==> config.mk <==
export PLATFORM = sky130hd
export DESIGN_NAME = pfcc_top
export DESIGN_NICKNAME = d
export VERILOG_FILES = /design/src/pfcc_pkg.sv /design/src/pfcc_top.sv
export SDC_FILE = /design/constraint.sdc
export NUM_CORES = 2
export LEC_CHECK = 0
export BUFFER_PORTS_ARGS = -buffer_cell sky130_fd_sc_hd__buf_2
export CAP_MARGIN = 20
export CORE_MARGIN = 5
export CORE_UTILIZATION = 55
export CTS_CLUSTER_SIZE = 10
export DETAILED_ROUTE_END_ITERATION = 10
export GPL_ROUTABILITY_DRIVEN = 0
export PLACE_DENSITY = 0.72
export SYNTH_ARGS = -nofsm -noshare
export SYNTH_HDL_FRONTEND = slang
export SYNTH_SLANG_ARGS = --single-unit
==> constraint.sdc <==
create_clock -name hclk -period 18.6 [get_ports hclk]
set_input_delay 1.86 -clock hclk [delete_from_list [all_inputs] [get_ports hclk]]
set_output_delay 1.86 -clock hclk [all_outputs]
set_load 0.005 [all_outputs]
==> src/pfcc_pkg.sv <==
package pfcc_pkg;
  // register indices; byte address is four times the index
  localparam logic [11:0] IDX_CFG  = 12'h400;
  localparam logic [11:0] IDX_A0   = 12'h418;
  localparam logic [11:0] IDX_A1   = 12'h41a;
  localparam logic [11:0] IDX_B0   = 12'h440;
  localparam logic [11:0] IDX_B1   = 12'h442;
  localparam logic [11:0] IDX_LINK = 12'h480;
  localparam logic [11:0] IDX_STAT = 12'h481;
  // filter_config fields
  localparam int          SHARE_BIT = 6;
  localparam int          MERGE_BIT = 5;
  localparam int          SCW_LSB   = 2;
  localparam int          SCW_W     = 3;
  localparam int          MODE_LSB  = 0;
  localparam int          MODE_W    = 2;
  localparam logic [1:0]  MODE_OFF  = 2'h0;
  localparam logic [1:0]  MODE_ON   = 2'h2;
  localparam logic [2:0]  SCW_MAX   = 3'h6;
  localparam logic [7:0]  CFG_RST   = 8'h00;
  localparam logic [11:0] COEF_RST  = 12'h000;
  localparam int          COEF_W    = 12;
  localparam int          SAMP_W    = 12;
  // side lsb is 2^(scw-16); center lsb fixed at 2^-11
  localparam int          FRAC_W    = 16;
  localparam int          CTR_SHIFT = 5;
  localparam int          FIFO_D    = 8;
  localparam logic [1:0]  HTRANS_NONSEQ_BIT = 2'h2;
endpackage

==> src/pfcc_top.sv <==
// Chosen here: register access over AHB-Lite.
`timescale 1ns/100ps

module pfcc_fifo
#(
  parameter int W = 24,
  parameter int D = 8
)
(
  input  wire logic                   hclk,
  input  wire logic                   hresetn,
  input  wire logic                   in_valid,
  output logic                        in_ready,
  input  wire logic [W-1:0]           in_data,
  output logic                        out_valid,
  input  wire logic                   out_ready,
  output logic [W-1:0]                out_data,
  output logic [$clog2(D+1)-1:0]      count
);
  localparam int PW = $clog2(D);
  localparam logic [$clog2(D+1)-1:0] FULL = ($clog2(D+1))'(D);
  localparam logic [PW-1:0] LAST = PW'(D - 1);
  logic [W-1:0]  mem [D];
  logic [PW-1:0] wptr;
  logic [PW-1:0] rptr;
  logic          push;
  logic          pop;
  assign in_ready  = count != FULL;
  assign out_valid = count != '0;
  assign out_data  = mem[rptr];
  assign push      = in_valid && in_ready;
  assign pop       = out_valid && out_ready;

  always_ff @(posedge hclk)
  begin
    if (push)
      mem[wptr] <= in_data;
  end

  always_ff @(posedge hclk or negedge hresetn)
  begin
    if (!hresetn)
    begin
      wptr  <= '0;
      rptr  <= '0;
      count <= '0;
    end
    else
    begin
      if (push)
        wptr <= (wptr == LAST) ? '0 : wptr + 1'b1;
      if (pop)
        rptr <= (rptr == LAST) ? '0 : rptr + 1'b1;
      if (push && !pop)
        count <= count + 1'b1;
      else if (pop && !push)
        count <= count - 1'b1;
    end
  end
endmodule

// Overview of operation
// - with share set, channel B filters with the channel A coefficients.
// - with share and merge both clear, channel B filters with its own coefficients.
// - with merge set, both filters act as one over a single stream.
// - the side weight scales all but the center tap by 2^(min(field,6)-16).
// - larger side weight trades precision for range; 0 gives 2^-16.
// - mode 0 disables the filter, 2 enables it, 1 and 3 are reserved.
// - each coefficient is signed 12-bit in bits 11:0, 15:12 reserved.
// - coef_a_tap0 is the first tap of channel A or of the merged filter.
// - coef_a_tap1 is the second tap of channel A or the merged filter.
module pfcc_top
#(
  parameter int DEPTH = pfcc_pkg::FIFO_D
)
(
  input  wire logic        hclk,
  input  wire logic        hresetn,
  input  wire logic        hsel,
  input  wire logic [31:0] haddr,
  input  wire logic [1:0]  htrans,
  input  wire logic        hwrite,
  input  wire logic [2:0]  hsize,
  input  wire logic [31:0] hwdata,
  input  wire logic        hready,
  output logic             hreadyout,
  output logic             hresp,
  output logic [31:0]      hrdata,
  input  wire logic        samp_valid,
  output logic             samp_ready,
  input  wire logic [11:0] samp_a,
  input  wire logic [11:0] samp_b,
  output logic             out_valid,
  input  wire logic        out_ready,
  output logic [11:0]      out_a,
  output logic [11:0]      out_b,
  output logic             serial_link_enable
);
  localparam int CW = $clog2(DEPTH + 1);
  logic [7:0]                filter_config;
  logic signed [11:0]        coef_a_tap0;
  logic signed [11:0]        coef_a_tap1;
  logic signed [11:0]        coef_b_tap0;
  logic signed [11:0]        coef_b_tap1;
  logic                      wr_pend;
  logic                      rd_phase;
  logic                      dp_ok;
  logic [11:0]               dp_idx;
  logic                      acc;
  logic                      filt_on;
  logic                      share_a_coefs_with_b;
  logic                      merge_channel_filters;
  logic [2:0]                side_coef_weight;
  logic [1:0]                filter_mode_select;
  logic signed [11:0]        eff_b0;
  logic signed [11:0]        eff_b1;
  logic signed [11:0]        hist_a;
  logic signed [11:0]        hist_b;
  logic signed [11:0]        old_a;
  logic signed [11:0]        old_b;
  logic [11:0]               y_a;
  logic [11:0]               y_b;
  logic [23:0]               wr_data;
  logic [23:0]               rd_data;
  logic                      fifo_valid;
  logic [CW-1:0]             fifo_count;
  logic                      take;

  assign acc       = hsel && htrans[1] && hready;
  // reads take one wait state so hrdata always comes from a flop
  assign hreadyout = !rd_phase;
  assign hresp     = 1'b0;
  always_ff @(posedge hclk or negedge hresetn)
  begin
    if (!hresetn)
    begin
      wr_pend  <= 1'b0;
      rd_phase <= 1'b0;
      dp_ok    <= 1'b0;
      dp_idx   <= '0;
    end
    else
    begin
      wr_pend  <= acc && hwrite;
      rd_phase <= acc && !hwrite;
      if (acc)
      begin
        dp_idx <= haddr[13:2];
        dp_ok  <= (haddr[31:14] == '0) && (haddr[1:0] == 2'h0);
      end
    end
  end
  function automatic logic [31:0] rd_mux(input logic [11:0] idx);
    logic [31:0] r;
    r = 32'h0000_0000;
    unique case (idx)
      pfcc_pkg::IDX_CFG:  r[7:0]  = filter_config;
      pfcc_pkg::IDX_A0:   r[11:0] = coef_a_tap0;
      pfcc_pkg::IDX_A1:   r[11:0] = coef_a_tap1;
      pfcc_pkg::IDX_B0:   r[11:0] = coef_b_tap0;
      pfcc_pkg::IDX_B1:   r[11:0] = coef_b_tap1;
      pfcc_pkg::IDX_LINK: r[0]    = serial_link_enable;
      pfcc_pkg::IDX_STAT: r[7:0]  = {3'h0, 4'(fifo_count), filt_on};
      default:            r       = 32'h0000_0000;
    endcase
    return r;
  endfunction

  always_ff @(posedge hclk or negedge hresetn)
  begin
    if (!hresetn)
      hrdata <= 32'h0000_0000;
    else if (rd_phase)
      hrdata <= dp_ok ? rd_mux(dp_idx) : 32'h0000_0000;
  end
  // coefficient bits 15:12 are not stored and read back as zero
  always_ff @(posedge hclk or negedge hresetn)
  begin
    if (!hresetn)
    begin
      filter_config      <= pfcc_pkg::CFG_RST;
      coef_a_tap0        <= pfcc_pkg::COEF_RST;
      coef_a_tap1        <= pfcc_pkg::COEF_RST;
      coef_b_tap0        <= pfcc_pkg::COEF_RST;
      coef_b_tap1        <= pfcc_pkg::COEF_RST;
      serial_link_enable <= 1'b0;
    end
    else if (wr_pend && dp_ok)
    begin
      unique case (dp_idx)
        pfcc_pkg::IDX_CFG:  filter_config      <= hwdata[7:0];
        pfcc_pkg::IDX_A0:   coef_a_tap0        <= hwdata[11:0];
        pfcc_pkg::IDX_A1:   coef_a_tap1        <= hwdata[11:0];
        pfcc_pkg::IDX_B0:   coef_b_tap0        <= hwdata[11:0];
        pfcc_pkg::IDX_B1:   coef_b_tap1        <= hwdata[11:0];
        pfcc_pkg::IDX_LINK: serial_link_enable <= hwdata[0];
        default:            ;
      endcase
    end
  end

  assign share_a_coefs_with_b  = filter_config[pfcc_pkg::SHARE_BIT];
  assign merge_channel_filters = filter_config[pfcc_pkg::MERGE_BIT];
  assign filter_mode_select    =
    filter_config[pfcc_pkg::MODE_LSB +: pfcc_pkg::MODE_W];
  // reserved modes leave the filter off
  assign filt_on = filter_mode_select == pfcc_pkg::MODE_ON;
  // out-of-range weights clamp to the largest legal one
  always_comb
  begin
    side_coef_weight = filter_config[pfcc_pkg::SCW_LSB +: pfcc_pkg::SCW_W];
    if (side_coef_weight > pfcc_pkg::SCW_MAX)
      side_coef_weight = pfcc_pkg::SCW_MAX;
  end
  // merged filter runs on A coefficients for both phases
  always_comb
  begin
    if (share_a_coefs_with_b || merge_channel_filters)
    begin
      eff_b0 = coef_a_tap0;
      eff_b1 = coef_a_tap1;
    end
    else
    begin
      eff_b0 = coef_b_tap0;
      eff_b1 = coef_b_tap1;
    end
  end
  // merged stream order is a then b, so b's previous sample is a
  always_comb
  begin
    if (merge_channel_filters)
    begin
      old_a = hist_b;
      old_b = samp_a;
    end
    else
    begin
      old_a = hist_a;
      old_b = hist_b;
    end
  end
  function automatic logic [11:0] fir2(
    input logic signed [11:0] x0,
    input logic signed [11:0] x1,
    input logic signed [11:0] c0,
    input logic signed [11:0] c1,
    input logic [2:0]         scw
  );
    logic signed [31:0] e0;
    logic signed [31:0] e1;
    logic signed [31:0] s;
    e0 = 32'(x0) * 32'(c0);
    e1 = 32'(x1) * 32'(c1);
    // tap0 is the center tap; tap1 is a side tap
    s = (e0 <<< pfcc_pkg::CTR_SHIFT) + (e1 <<< scw);
    s = s >>> pfcc_pkg::FRAC_W;
    if (s > 32'sd2047)
      return 12'h7ff;
    else if (s < -32'sd2048)
      return 12'h800;
    return s[11:0];
  endfunction

  assign y_a = fir2(samp_a, old_a, coef_a_tap0, coef_a_tap1,
                    side_coef_weight);
  assign y_b = fir2(samp_b, old_b, eff_b0, eff_b1, side_coef_weight);
  assign wr_data = filt_on ? {y_b, y_a}
                           : {samp_b, samp_a};
  assign take    = samp_valid && samp_ready;
  always_ff @(posedge hclk or negedge hresetn)
  begin
    if (!hresetn)
    begin
      hist_a <= '0;
      hist_b <= '0;
    end
    else if (take)
    begin
      hist_a <= samp_a;
      hist_b <= samp_b;
    end
  end

  // the link drains only while enabled, so a stopped link fills the fifo
  pfcc_fifo #(.W(2 * pfcc_pkg::SAMP_W), .D(DEPTH)) u_fifo
  (
    .hclk      (hclk),
    .hresetn   (hresetn),
    .in_valid  (samp_valid),
    .in_ready  (samp_ready),
    .in_data   (wr_data),
    .out_valid (fifo_valid),
    .out_ready (out_ready && serial_link_enable),
    .out_data  (rd_data),
    .count     (fifo_count)
  );
  assign out_valid = fifo_valid && serial_link_enable;
  assign out_a     = rd_data[11:0];
  assign out_b     = rd_data[23:12];
endmodule

==> impl_metrics.toml <==
[die]
ios = 161
die_area_um2 = 75300
fp.dieW_um = 274
num_rows = 97
start_util_pct = 55.2
design.core.area_um2 = 69700
die_h_um = 274

[setup_path]
slowest_stage = "nor2_2"
max_stage_delay_ns = 0.72
cp.arrival_ns = 11.48
setup.worst_path.end_class = "flop"
cp_max_fo = 36
rrSetupSlack_ns = 7.39
crit_type = "reg -> reg"
start_kind = "flop"
worstPathRequired_ns = 18.87

[detailed_routing]
via_per_inst = 5.66
drc = 0
wirelength_um = 95900
dr.pass1.iters = 6
wl_per_cell_um = 19.8
dr.first_iter.drc_count = 2024
ant_nets = 0
vias = 27323

[synth]
synth.most_common_cell = "inv_1"
synthTopCellsByArea = "fa_1 29%, edfxtp_1 15%, ha_1 8.5%, dfrtp_1 7.7%, inv_1 6.6%"
ys.flop_type = "edfxtp_1"
synth_warnings = 0
syn_area_per_cell_um2 = 10.0
synth_edf_count = 192
post_synth_inst_count = 3828
async_reset_ff_share_pct = 38.1
synthDistinctLibCells = 80
syn_area_um2 = 38500
yosysTopAreaCell = "fa_1"
synth_seq_cells = 310
ys_seq_area_share_pct = 22.7
yosys-top-cells-count = "677 x inv_1, 553 x fa_1, 528 x nand2_1, 261 x ha_1, 192 x edfxtp_1"
yosysTopAreaCellShare_pct = 28.8

[clocking]
cts_max_path_buffers = 3
cts-buffers-inserted = 39
post_cts_buffers = 0
cts_resized = 0
cts-hold-fix-buffers = 0
htreeDepth = 2
clk_pin_slew_worst_paths_ns = 0.07
cts_tree = "done"
insertion_delay_ns = 0.59
cts_sinks = 310
cts_root_buffer = "clkbuf_16"

[pwr]
intPower_mw = 1.73
total_leakage_power_nw = 19.1
switching_share_pct = 36.0
p_switching_mw = 0.972
powerDensity_nw_per_um2 = 65.8
clkPwrFrac_pct = 28.0
ir_drop_mv = 0.0895
total_power_mw = 2.70
seq_power_share_pct = 34.6
power_frac_comb_pct = 37.4

[run_status]
status = "finished, final reports clean"

[sta]
fin_hold_ws_ns = 0.480
worst_slack_ns = 7.39
finClkSkew_ns = 0.0366
fin_crit_ns = 11.21
tightest_slew_ns = 1.10
fmaxAchievable_ghz = 0.0892
rsz0062_at_grt = "no"
timing.final.crit_share_pct = 60.3
max_slew_margin_pct = 26.1
setup-tns-final_ns = 0
setup-violations-final = 0
hold_violations = 0
drv_slew = 0

[hold_path]
hp-class = "reg -> reg"

[final_layout]
fin_cells = 4829
drive_gt1_share_pct = 11.6
final_nets = 4773
syn_to_final_growth_pct = 6.88
fillerInstances = 5906

[placement]
hpwl_um = 72400
dp_slack_ns = 7.10
portBuffers = 115
dp.cells = 4757

[grt]
grt_pass1_wl_um = 156000
antenna_found_initial = 7
track_usage_pct = 26.2
grt_max_degree = 81
grt_overflow = 0
grt_pass1_vias = 28876

[job]
drv_cap = 0
power by group through the flow:
| stage | Clock (mW) | Combinational [mW] | Sequential (mW) |
|---|---|---|---|
| after floorplan | 0 | 0.743 | 0.892 |
| after global placement | 0 | 0.986 | 0.944 |
| after detailed placement | 0 | 1.00 | 0.948 |
| after CTS | 0.766 | 1.01 | 0.937 |
| after global routing | 0.795 | 1.11 | 0.947 |
| final | 0.756 | 1.01 | 0.935 |
final timing paths:
kind                                               from                     endpoint  cells past startpoint
min                              hist_a[10]$_DFFE_PN0P_       hist_a[10]$_DFFE_PN0P_                      2
max                        filter_config[5]$_DFFE_PN0P_  u_fifo.mem[3][12]$_DFFE_PP_                     38
min reg2reg                      hist_a[10]$_DFFE_PN0P_       hist_a[10]$_DFFE_PN0P_                      2
min in group asynchronous                       hresetn        dp_idx[8]$_DFFE_PN0P_                      1
max in group asynchronous                       hresetn   u_fifo.rptr[0]$_DFFE_PN0P_                      2
max reg2reg                filter_config[5]$_DFFE_PN0P_  u_fifo.mem[3][12]$_DFFE_PP_                     38
cell families after synthesis:
logic type | share of synthesized area [%]
xor+xnor | 2.85
mux | 9.30
simple gates | 12.1
fa+ha+maj | 37.3
other cells | 0.00975
buf+inv | 8.69
compound gates | 7.11
flops | 22.7
final cells by class:
class | count | area (um^2) | share of cell area, %
repair buffers | 154 | 878 | 2.14
inverters | 679 | 2550 | 6.20
diodes | 1 | 2.50 | 0.00609
well taps | 940 | 1180 | 2.86
clock buffers | 61 | 1080 | 2.62
clock inverters | 9 | 178 | 0.432
flip-flops and latches | 310 | 8730 | 21.2
multi-input cells | 2675 | 26500 | 64.5
routing by layer:
metal  up-vias  routed length [um]  track usage [%]  part of all wire [%]
li1      12345                   -                -                     -
met1     13813               40200             35.8                    42
met2       956               45700             43.7                    48
met3       203                7120             4.59                   7.4
met4         6                2850             6.94                   3.0
met5         -                  34                0                 0.035
flip-flops by register name, summed over array words and instances, names as in the netlist, 12 cells and up:
name	cells
hrdata	12
dp_idx	12
hist_a	12
coef_a_tap1	12
coef_b_tap1	12
u_fifo.mem	192
coef_a_tap0	12
coef_b_tap0	12
hist_b	12
critical path: cells and delay by family, from the launching register on:
family	cells	cell delay, ns
compound gates	15	3.53
xor+xnor	1	0.39
fa+ha+maj	7	3.15
buf+inv	7	0.98
flops	1	0.36
mux	1	0.51
simple gates	7	1.93
per-stage QoR:
step                util (%)  cell area [um^2]
finish                  59.0             41100
global route            59.0             41100
CTS                     59.0             41100
detailed placement      57.2             39800
global placement        57.2             39800
floorplan                  -             38500
placed cells by master, fill, tap and decap left out, drive strengths merged, types with 7 or more instances in the layout:
cell	n
inv	681
fa	553
nand2	528
ha	261
edfxtp	192
nor2	167
buf	154
mux2	153
dfrtp	118
and2	111
a21oi	104
o21ai	100
xnor2	94
mux2i	77
clkbuf	61
mux4	48
nor2b	45
nand2b	44
a21o	34
nor3	33
xor2	31
nand3	28
conb	21
o21a	20
or2	19
nor4	15
o211ai	14
a211oi	13
a221oi	13
o21bai	12
a31oi	11
a221o	11
a22oi	10
or3	9
o2bb2ai	8
a21boi	8
a211o	7
Note: power is estimated with default switching activity, not from simulation.
